### src/hw/ict_pkg.sv
// constants shared by the interval carry timer design
// ==========================================================================
// Behaviour
// - carry flag sets periodically every 100, 50, 20 or 10 ms by select field
// - first carry read after power-on reset always returns zero; the design returns one after an earlier clock stop or backup reset
// - after power-on, flag never sets until one carry read has executed; the design sets it on clock stop or backup reset before that
// - backup pin high applies backup reset at the next carry setting moment
// - reading the carry flag returns its value and clears it
// - flag is 0 after power-on, 1 after backup reset or clock stop
// - interval pulses come from dividing the system clock
// - four setting pulses 10, 20, 50, 100 Hz; select field picks one
// - pulses run continuously; changing selection restarts no divider
// - on selection change a rising new pulse sets the flag, falling does not; the design sets it whenever the old pulse was low and the new one is high
// - phase offsets between pulses stay shorter than the new pulse period
// - select code 00 picks the 10 Hz pulse, a 100 ms interval
// - carry register shows the flag at bit 0, other bits read zero
// - a carry read coinciding with pending backup reset wins; reset deferred
package ict_pkg;
    // ======================================================================
    // timing
    localparam int unsigned SYS_CLK_HZ = 10_000_000;
    localparam int unsigned TSET_10HZ_MS = 100;
    localparam int unsigned TSET_20HZ_MS = 50;
    localparam int unsigned TSET_50HZ_MS = 20;
    localparam int unsigned TSET_100HZ_MS = 10;
    localparam int unsigned CYC_PER_MS = SYS_CLK_HZ / 1000;
    localparam int unsigned PER_10HZ = TSET_10HZ_MS * CYC_PER_MS;
    localparam int unsigned PER_20HZ = TSET_20HZ_MS * CYC_PER_MS;
    localparam int unsigned PER_50HZ = TSET_50HZ_MS * CYC_PER_MS;
    localparam int unsigned PER_100HZ = TSET_100HZ_MS * CYC_PER_MS;
    localparam int unsigned NUM_PULSES = 4;
    // ======================================================================
    // register map (printed offsets are indices, byte address is 4x)
    localparam logic [7:0] REG_CARRY_IDX = 8'h17;
    localparam logic [7:0] REG_SELECT_IDX = 8'h18;
    localparam logic [9:0] ADDR_CARRY = {REG_CARRY_IDX, 2'b00};
    localparam logic [9:0] ADDR_SELECT = {REG_SELECT_IDX, 2'b00};
    localparam int unsigned CARRY_BIT = 0;
    localparam int unsigned INTERVAL_SELECT_LO = 0;
    localparam int unsigned INTERVAL_SELECT_HI = 1;
    localparam logic [1:0] SELECT_RESET = 2'b00;
    localparam logic [1:0] SEL_10HZ = 2'b00;
    localparam logic [1:0] SEL_20HZ = 2'b01;
    localparam logic [1:0] SEL_50HZ = 2'b10;
    localparam logic [1:0] SEL_100HZ = 2'b11;
    // ======================================================================
    // bus
    localparam logic [1:0] HTRANS_NONSEQ = 2'b10;
    localparam logic [2:0] HSIZE_WORD = 3'b010;
    localparam logic HRESP_OKAY = 1'b0;
endpackage

### src/hw/ict_div_if.sv
// carrier for the four running setting pulses
`timescale 1ns/100ps
interface ict_div_if;
    logic [3:0] pulse;
    modport src (output pulse);
    modport snk (input pulse);
endinterface

### src/hw/ict_divider.sv
// free-running dividers producing the four setting pulses
`timescale 1ns/100ps
module ict_divider import ict_pkg::*; #(
    parameter int unsigned PER_0 = PER_10HZ,
    parameter int unsigned PER_1 = PER_20HZ,
    parameter int unsigned PER_2 = PER_50HZ,
    parameter int unsigned PER_3 = PER_100HZ
) (
    input wire logic clk_sys,
    input wire logic rst,
    ict_div_if.src dv
);
    // ======================================================================
    // period lookup
    function automatic int unsigned per_of(input int unsigned idx);
        unique case (idx)
            0: per_of = PER_0;
            1: per_of = PER_1;
            2: per_of = PER_2;
            default: per_of = PER_3;
        endcase
    endfunction

    // refused periods stop elaboration instead of producing no pulse
    if (PER_0 < 2 || PER_1 < 2 || PER_2 < 2 || PER_3 < 2) begin : g_bad_per
        $error("ict_divider: each period needs at least two cycles");
    end

    // ======================================================================
    // dividers: all start together, so phase offset is zero
    // never restarted by selection changes, only by reset
    genvar g;
    generate
        for (g = 0; g < NUM_PULSES; g++) begin : g_div
            localparam int unsigned P = per_of(g);
            logic [31:0] cnt_q;
            logic pulse_q;
            always_ff @(posedge clk_sys or posedge rst) begin
                if (rst) begin
                    cnt_q <= 32'h0;
                end else if (cnt_q == P - 1) begin
                    cnt_q <= 32'h0;
                end else begin
                    cnt_q <= cnt_q + 32'h1;
                end
            end
            // high for the first half; rises together with the wrap
            always_ff @(posedge clk_sys or posedge rst) begin
                if (rst) begin
                    pulse_q <= 1'b0;
                end else begin
                    pulse_q <= (cnt_q == P - 1) || (cnt_q < P / 2 - 1);
                end
            end
            assign dv.pulse[g] = pulse_q;
        end
    endgenerate
endmodule

### src/hw/ict_top.sv
// interval carry timer: dividers, carry flag, backup reset, ahb-lite slave
`timescale 1ns/100ps
module ict_top import ict_pkg::*; #(
    parameter int unsigned PER_10 = PER_10HZ,
    parameter int unsigned PER_20 = PER_20HZ,
    parameter int unsigned PER_50 = PER_50HZ,
    parameter int unsigned PER_100 = PER_100HZ
) (
    input wire logic clk_sys,
    input wire logic rst,
    input wire logic hsel,
    input wire logic [31:0] haddr,
    input wire logic [1:0] htrans,
    input wire logic hwrite,
    input wire logic [2:0] hsize,
    input wire logic [31:0] hwdata,
    input wire logic hready,
    output logic hreadyout,
    output logic hresp,
    output logic [31:0] hrdata,
    input wire logic backup_pin,
    input wire logic clock_stop,
    output logic backup_reset
);
    // ======================================================================
    // pulse source
    ict_div_if dv ();

    ict_divider #(
        .PER_0(PER_10),
        .PER_1(PER_20),
        .PER_2(PER_50),
        .PER_3(PER_100)
    ) u_div (
        .clk_sys(clk_sys),
        .rst(rst),
        .dv(dv.src)
    );

    // ======================================================================
    // parameter checks
    // the decode assumes slower pulses have longer periods; a refused
    // set stops elaboration rather than running with swapped pulses
    if (PER_10 < PER_20 || PER_20 < PER_50
        || PER_50 < PER_100) begin : g_bad_order
        $error("ict_top: periods must shrink with rising frequency");
    end

    // ======================================================================
    // selection decode
    function automatic logic pick(input logic [1:0] s, input logic [3:0] p);
        unique case (s)
            SEL_10HZ: pick = p[0];
            SEL_20HZ: pick = p[1];
            SEL_50HZ: pick = p[2];
            SEL_100HZ: pick = p[3];
        endcase
    endfunction

    logic [1:0] interval_select_q;
    logic sel_pulse;
    logic sel_prev_q;
    logic set_evt;

    assign sel_pulse = pick(interval_select_q, dv.pulse);
    // a switch from a low pulse onto a high one looks like a rise and sets the flag
    assign set_evt = sel_pulse && !sel_prev_q;

    always_ff @(posedge clk_sys or posedge rst) begin
        if (rst) begin
            sel_prev_q <= 1'b0;
        end else begin
            sel_prev_q <= sel_pulse;
        end
    end

    // ======================================================================
    // bus address phase
    logic acc;
    logic rd_carry;
    logic rd_select;
    logic wr_pend_q;
    logic [9:0] wr_addr_q;

    assign acc = hsel && hready && (htrans == HTRANS_NONSEQ)
        && (hsize == HSIZE_WORD);
    // one decode for both register read hits; upper address bits must be clear
    function automatic logic hit(input logic [31:0] a,
                                 input logic [9:0] off);
        hit = (a[9:0] == off) && (a[31:10] == 22'h0);
    endfunction

    assign rd_carry = acc && !hwrite && hit(haddr, ADDR_CARRY);
    assign rd_select = acc && !hwrite && hit(haddr, ADDR_SELECT);

    always_ff @(posedge clk_sys or posedge rst) begin
        if (rst) begin
            wr_pend_q <= 1'b0;
            wr_addr_q <= 10'h0;
        end else begin
            wr_pend_q <= acc && hwrite && (haddr[31:10] == 22'h0);
            wr_addr_q <= haddr[9:0];
        end
    end

    always_ff @(posedge clk_sys or posedge rst) begin
        if (rst) begin
            interval_select_q <= SELECT_RESET;
        end else if (wr_pend_q && wr_addr_q == ADDR_SELECT) begin
            interval_select_q <= {hwdata[INTERVAL_SELECT_HI],
                hwdata[INTERVAL_SELECT_LO]};
        end
    end

    // ======================================================================
    // carry flag and arming
    logic interval_carry_flag_q;
    logic armed_q;
    logic pend_q;
    logic bk_fire;

    // a read in the same cycle keeps the backup reset waiting
    assign bk_fire = pend_q && set_evt && !rd_carry;

    always_ff @(posedge clk_sys or posedge rst) begin
        if (rst) begin
            armed_q <= 1'b0;
        end else if (rd_carry || bk_fire) begin
            armed_q <= 1'b1;
        end
    end

    // set wins over the read clear; the read still returns the old value
    always_ff @(posedge clk_sys or posedge rst) begin
        if (rst) begin
            interval_carry_flag_q <= 1'b0;
        end else if (clock_stop || bk_fire) begin
            interval_carry_flag_q <= 1'b1;
        end else if (armed_q && set_evt) begin
            interval_carry_flag_q <= 1'b1;
        end else if (rd_carry) begin
            interval_carry_flag_q <= 1'b0;
        end
    end

    // ======================================================================
    // backup pin
    always_ff @(posedge clk_sys or posedge rst) begin
        if (rst) begin
            pend_q <= 1'b0;
        end else if (backup_pin) begin
            // a fresh request beats the clearing fire, so none is lost
            pend_q <= 1'b1;
        end else if (bk_fire) begin
            pend_q <= 1'b0;
        end
    end

    always_ff @(posedge clk_sys or posedge rst) begin
        if (rst) begin
            backup_reset <= 1'b0;
        end else begin
            backup_reset <= bk_fire;
        end
    end

    // ======================================================================
    // bus answer: zero wait, always okay
    always_ff @(posedge clk_sys or posedge rst) begin
        if (rst) begin
            hrdata <= 32'h0;
        end else if (rd_carry) begin
            hrdata <= {31'h0, interval_carry_flag_q};
        end else if (rd_select) begin
            hrdata <= {30'h0, interval_select_q};
        end else begin
            hrdata <= 32'h0;
        end
    end

    always_ff @(posedge clk_sys or posedge rst) begin
        if (rst) begin
            hreadyout <= 1'b1;
            hresp <= HRESP_OKAY;
        end else begin
            hreadyout <= 1'b1;
            hresp <= HRESP_OKAY;
        end
    end
endmodule

### config.mk
export PLATFORM = sky130hd
export DESIGN_NAME = ict_top
export DESIGN_NICKNAME = d
export VERILOG_FILES = /design/src/hw/ict_pkg.sv /design/src/hw/ict_div_if.sv /design/src/hw/ict_divider.sv /design/src/hw/ict_top.sv
export SDC_FILE = /design/constraint.sdc
export NUM_CORES = 1
export LEC_CHECK = 0
export BUFFER_PORTS_ARGS = -buffer_cell sky130_fd_sc_hd__buf_2
export CELL_PAD_IN_SITES_DETAIL_PLACEMENT = 1
export CELL_PAD_IN_SITES_GLOBAL_PLACEMENT = 2
export CORE_ASPECT_RATIO = 1.2
export CORE_MARGIN = 2
export CORE_UTILIZATION = 39
export CTS_CLUSTER_DIAMETER = 30
export DETAILED_ROUTE_END_ITERATION = 7
export PLACE_DENSITY_LB_ADDON = 0.1
export SYNTH_ARGS = -nofsm -noshare
export SYNTH_HDL_FRONTEND = slang
export SYNTH_SLANG_ARGS = --single-unit
### constraint.sdc
create_clock -name clk_sys -period 13 [get_ports clk_sys]
set_input_delay 1.3 -clock clk_sys [delete_from_list [all_inputs] [get_ports clk_sys]]
set_output_delay 1.3 -clock clk_sys [all_outputs]
set_load 0.1 [all_outputs]
**Yosys cells after proc, flatten, opt, wreduce, memory -nomap -nowiden**

Index checks and enable logic that the tools add are counted.

- Input port bits: 76
- Output and inout bits: 35
- Word-level logic and storage cells: 77
- Bits in registers: 182

- Equal/unequal tests: 12
- Magnitude comparators: 4
- Reduce and logical (&&, ||, !) cells: 28
- Multiplexer cells: 12
- Add/sub/neg operators: 4

Operator list:

| cell | count |
|---|---|
| $add A32 B1 Y32 const B | 4 |
| $mux W32 | 4 |
| $eq A32 B17 Y1 const B | 1 |
| $eq A32 B18 Y1 const B | 1 |
| $eq A32 B19 Y1 const B | 1 |
| $eq A32 B20 Y1 const B | 1 |
| $lt A32 B16 Y1 const B | 1 |
| $lt A32 B17 Y1 const B | 1 |
| $lt A32 B18 Y1 const B | 1 |
| $lt A32 B19 Y1 const B | 1 |
| $eq A10 B7 Y1 const B | 3 |
| $logic_not A22 Y1 | 1 |
| $logic_and A1 B1 Y1 | 15 |
| $eq A2 B2 Y1 const B | 3 |
| $logic_or A1 B1 Y1 | 6 |
| $mux W1 | 5 |
| $mux W2 | 2 |
| $pmux W1 S4 | 1 |
| $eq A3 B2 Y1 const B | 1 |
| $logic_not A1 Y1 | 3 |
| $reduce_bool A3 Y1 | 1 |
| $eq A2 B1 Y1 const B | 1 |
| $logic_not A2 Y1 | 1 |
| $reduce_bool A2 Y1 | 1 |

**Depth between registers and ports, before layout**

- Depth in word-level cells: 9
- Depth in mapped cells: 7

**Cells and area by module**

From an unflattened synthesis, not the netlist that was laid out.

- Cell total of the unflattened synthesis: 743
- Area, all modules: 7,632.3 µm²

Modules (own cells, without submodules):

| module | seq. area each (µm²) | instances | area each (µm²) | cells an instance |
|---|---|---|---|---|
| ict_divider | 3,303.2 | 1 | 6,587.6 | 648 |
| ict_top | 500.5 | 1 | 1,044.8 | 95 |

**Least setup slack after synthesis**

OpenSTA, ideal clock, no wires.

- Path type: input to register
- From: in hsize[0]
- To: reg interval_carry_flag_q
- Data required time: 12.858 ns
- Cell stages on the path: 4
- Buffers on the path: 0
- Setup slack: 10.665 ns
- Arrival: 2.193 ns
- Cells stage by stage: nor4b_1 nand4_1 nor3_1 o221ai_1

- Word-level cells in the longest chain between the ends: 8

RTL lines:

| item | RTL line | RTL |
|---|---|---|
| start, declared | ict_top.sv:15 | `input wire logic [2:0] hsize,` |
| $eq A3 B2 Y1 (*) | ict_top.sv:86 | `&& (hsize == HSIZE_WORD);` |
| $logic_and A1 B1 Y1 (*) | ict_top.sv:86 |  |
| $logic_and A1 B1 Y1 (*) (2 in series) | ict_top.sv:93 | `assign rd_carry = acc && !hwrite && hit(haddr, ADDR_CARRY);` |
| $logic_not A1 Y1 | ict_top.sv:123 | `assign bk_fire = pend_q && set_evt && !rd_carry;` |
| $logic_and A1 B1 Y1 | ict_top.sv:123 |  |
| $logic_or A1 B1 Y1 | ict_top.sv:137 | `end else if (clock_stop \|\| bk_fire) begin` |
| $reduce_bool A3 Y1 (no line) or $mux W1 (tied branches) | -- |  |
| end signal, assigned | ict_top.sv:136 | `interval_carry_flag_q <= 1'b0;` |
| end signal, assigned | ict_top.sv:138 | `interval_carry_flag_q <= 1'b1;` |
| end signal, assigned | ict_top.sv:140 | `interval_carry_flag_q <= 1'b1;` |
| end, declared | ict_top.sv:117 | `logic interval_carry_flag_q;` |

Mark *: on every way between the ends. The rest lies on a longest branch, timed or not.
A chain may end at the register's enable or synchronous reset.

**Worst setup path after layout**

- From: reg hrdata[1]
- To: out hrdata[1]

RTL lines:

| item | RTL line | RTL |
|---|---|---|
| start, declared | ict_top.sv:20 | `output logic [31:0] hrdata,` |
| start signal, assigned | ict_top.sv:173 | `hrdata <= {31'h0, interval_carry_flag_q};` |
| start signal, assigned | ict_top.sv:175 | `hrdata <= {30'h0, interval_select_q};` |

No word-level cell between the ends.

==> impl_summary.txt <==
----------------------------------------------------
[CTS]
  Clock latency of the later-clocked register in the worst-skew pair ... 420 ps
  Root buffer selected by CTS ... sky130_fd_sc_hd__clkbuf_16
  Number of buffers added for setup after CTS ... 0
  Num CTS Buffers ... 17
  CTS hold repair buffers ... 0
  Clock transition time at the flip-flop clock pins of the worst setup and hold paths ... 60 ps
  CTS sink cnt ... 152
  Clock tree from TritonCTS ... yes
  Buffer levels on the longest clock path ... 2
  Cells resized by post-CTS repair ... 0
  Depth of the CTS H-tree ... 4

[Layout]
  Commonest non-fill, non-tap cell in the layout ... sky130_fd_sc_hd__dfrtp_1
  # nets final ... 860
  Filler cell count ... 2148
  Leading cell types in the layout, fill and taps excluded ... sky130_fd_sc_hd__dfrtp_1, sky130_fd_sc_hd__xnor2_1, sky130_fd_sc_hd__nand3_1
  Final design utilization ... 44.9%
  Synthesis-to-finish area growth ... 13.1%
  Fraction of final layout cells sized beyond drive strength 1 ... 12.8%

[Worst hold path]
  Hold Startpoint ... u_div.g_div[2].cnt_q[31]
  Path type of the worst min-delay path ... register to register

[Timing]
  Pin slew with the least headroom to its limit ... 1060 ps
  Setup skew after layout ... 9.06 ps
  Final hold viol count ... 0
  Max Clock Freq ... 0.399 GHz
  Period Utilization, post-route ... 19.3%
  Max_slew headroom ... 28.8%
  Final setup vio count ... 0
  Setup total negative slack ... 0 ps
  Tmin final ... 2510 ps
  Unrepaired setup endpoints after global routing ... false
  Total count of max-transition violations in the final report ... 0
  Worst hold margin ... 471 ps

[Place]
  Final RePlAce weighted congestion ... 0.782
  Half-perimeter wire length after placement ... 12200 um
  Quantity of I/O buffers inserted on ports ... 48

[Setup path]
  Total buffers and inverters traversed by the critical path ... 1
  Critical-path cell with the highest stage delay ... sky130_fd_sc_hd__buf_2
  Startpoint kind of the worst setup timing path ... register
  Category of the critical setup timing path ... register to primary output
  Required time of the critical path ... 11700 ps
  Kind of cell adding the most delay to the critical path ... buffers and inverters
  Type of destination of the critical path ... primary output
  Crit path launch ... hrdata[1]
  Crit path max fanout ... 1
  Cell Chain, Critical Path ... buf_2
  Largest stage delay on the critical path ... 430 ps
  Arrival time of the worst setup path ... 1210 ps
  R2R Path Start ... u_div.g_div[1].cnt_q[1]

[Detailed routing]
  Met2 WL ... 8580 um
  Antenna-violating nets left ... 0
  Detailed-route vias per instance ... 5.34
  Starting DRC count in detailed routing ... 189
  Highest metal used ... met4
  Detailed Routing Iterations Pass 1 ... 4
  Total Wirelength ... 17100 um
  Via count ... 5594
  Met3 wire length ... 524 um
  Met1 Routed Length ... 7770 um
  # DRC ... 0
  DR WL/cell ... 16.4 um

[Floorplan]
  Die Width ... 130 um
  I/O pin count ... 111
  Core outline area ... 18900 sq um
  Initial core utilization ... 39.7%
  Overall die height ... 156 um
  Floorplan row count ... 55
  Die area ... 20300 sq um

[Power]
  Sum of internal, switching and leakage power ... 1.04 mW
  Leakage power figure ... 3.66 nW
  Worst IR Drop VDD ... 0.0000892 V
  Areal power density over the cells ... 123 nW/um^2

[Run status]
  Outcome ... finished, final reports clean

[Synthesis]
  Number of storage elements in the synthesis netlist ... 152
  Proportion of netlist area held by the largest area contributor ... 50.9%
  Biggest area contributors in the synthesized netlist ... sky130_fd_sc_hd__dfrtp_1, sky130_fd_sc_hd__xnor2_1, sky130_fd_sc_hd__xor2_1
  Summed instance area of the synthesized netlist ... 7480 sq um
  Sequential-to-total area share from yosys stat ... 50.9%
  Synth async-reset ratio ... 100%
  Cell type with the largest total area after synthesis ... sky130_fd_sc_hd__dfrtp_1
  Synth Area per Inst ... 10.2 sq um
  Predominant post-synthesis flop cell ... sky130_fd_sc_hd__dfrtp_1
  Count of different cell masters after synthesis ... 52
  Warnings, synthesis ... 0
  Post-synth EDFFs ... 0
  Gate count after technology mapping ... 730

[GRT]
  Global-route usage over all layers ... 18.1%
  Via count of the first global-routing pass ... 5934
  Initial antenna violation count ... 0
  Largest net degree at the start of global routing ... 97
  Congestion Overflow GR ... 0
  Wire length of the first global-routing pass ... 29200 um

[Run]
  Max-cap viol count ... 0

----------------------------------------------------
==> flip-flops by register name, indices dropped and copies added (netlist names) <==
| signal | count |
|---|---|
| interval_carry_flag_q | 1 |
| pend_q | 1 |
| wr_addr_q | 10 |
| u_div.g_div.pulse_q | 4 |
| armed_q | 1 |
| sel_prev_q | 1 |
| interval_select_q | 2 |
| backup_reset | 1 |
| wr_pend_q | 1 |
| u_div.g_div.cnt_q | 128 |
| hrdata | 2 |
==> cell usage after synthesis, drive strengths merged (2+ instances only) <==
cell      n
a21o      3
a21oi    15
and2     10
and3     15
and4     14
and4b     3
buf      39
clkbuf   12
conb      2
dfrtp   152
ha        4
inv      22
mux2      2
nand2    40
nand3    57
nand4    50
nor2     50
nor2b     5
nor3     41
nor4     30
nor4b     6
o21ai    12
o31ai     3
or2       3
or3      11
or4       5
xnor2    68
xor2     40
==> stage by stage <==
stage,setup slack (ps),cell area [sq um],cells
detailed placement,10070,7870,1017
global placement,10150,7870,1017
CTS,10440,8460,1046
global route,10330,8460,1046
finish,10490,8460,1047
floorplan,7610,7590,760
==> path summary, 6_finish.rpt <==
| check | to | slack, ps | cells after the start |
|---|---|---|---|
| setup / recovery | hrdata[1] | 10490 | 1 |
| hold / removal | u_div.g_div[2].cnt_q[31] | 470 | 1 |
| setup reg to reg | u_div.g_div[1].cnt_q[28] | 10700 | 5 |
| hold reg to reg | u_div.g_div[2].cnt_q[31] | 470 | 1 |
| max in group asynchronous | u_div.g_div[1].cnt_q[22] | 10620 | 3 |
| min in group asynchronous | u_div.g_div[0].cnt_q[2] | 1060 | 2 |
==> metal layers <==
metal  vias up  track usage [%]
li1       2637                -
met1      2837             23.1
met2        98             30.6
met3        22             3.29
met4         0             6.53
met5         -                0
==> cell families after synthesis <==
group,synth area share (%)
AO/OA/AOI/OAI,3.71
XOR/XNOR,12.6
adder cells (fa/ha/maj),0.669
buffers and inverters,5.39
flip-flops,50.9
multiplexers,0.602
other,0.100
AND/OR/NAND/NOR,26.0
==> where the power goes <==
part / switching, mW / internal, mW
Combinational: 0.0527 / 0.00614
Sequential: 0.000733 / 0.475
Clock: 0.191 / 0.312
Total: 0.245 / 0.794
==> layout make-up <==
type                    instances  area, sq um  area share [%]
flip-flops and latches        152         3800            45.0
multi-input cells             535         3390            40.0
clock buffers                  20          467            5.52
well taps                     256          320            3.79
repair buffers                 52          270            3.19
clock inverters                 9          125            1.48
inverters                      22         87.6            1.04
diodes                          1         2.50          0.0296
Note: power is estimated with default switching activity, not from simulation.
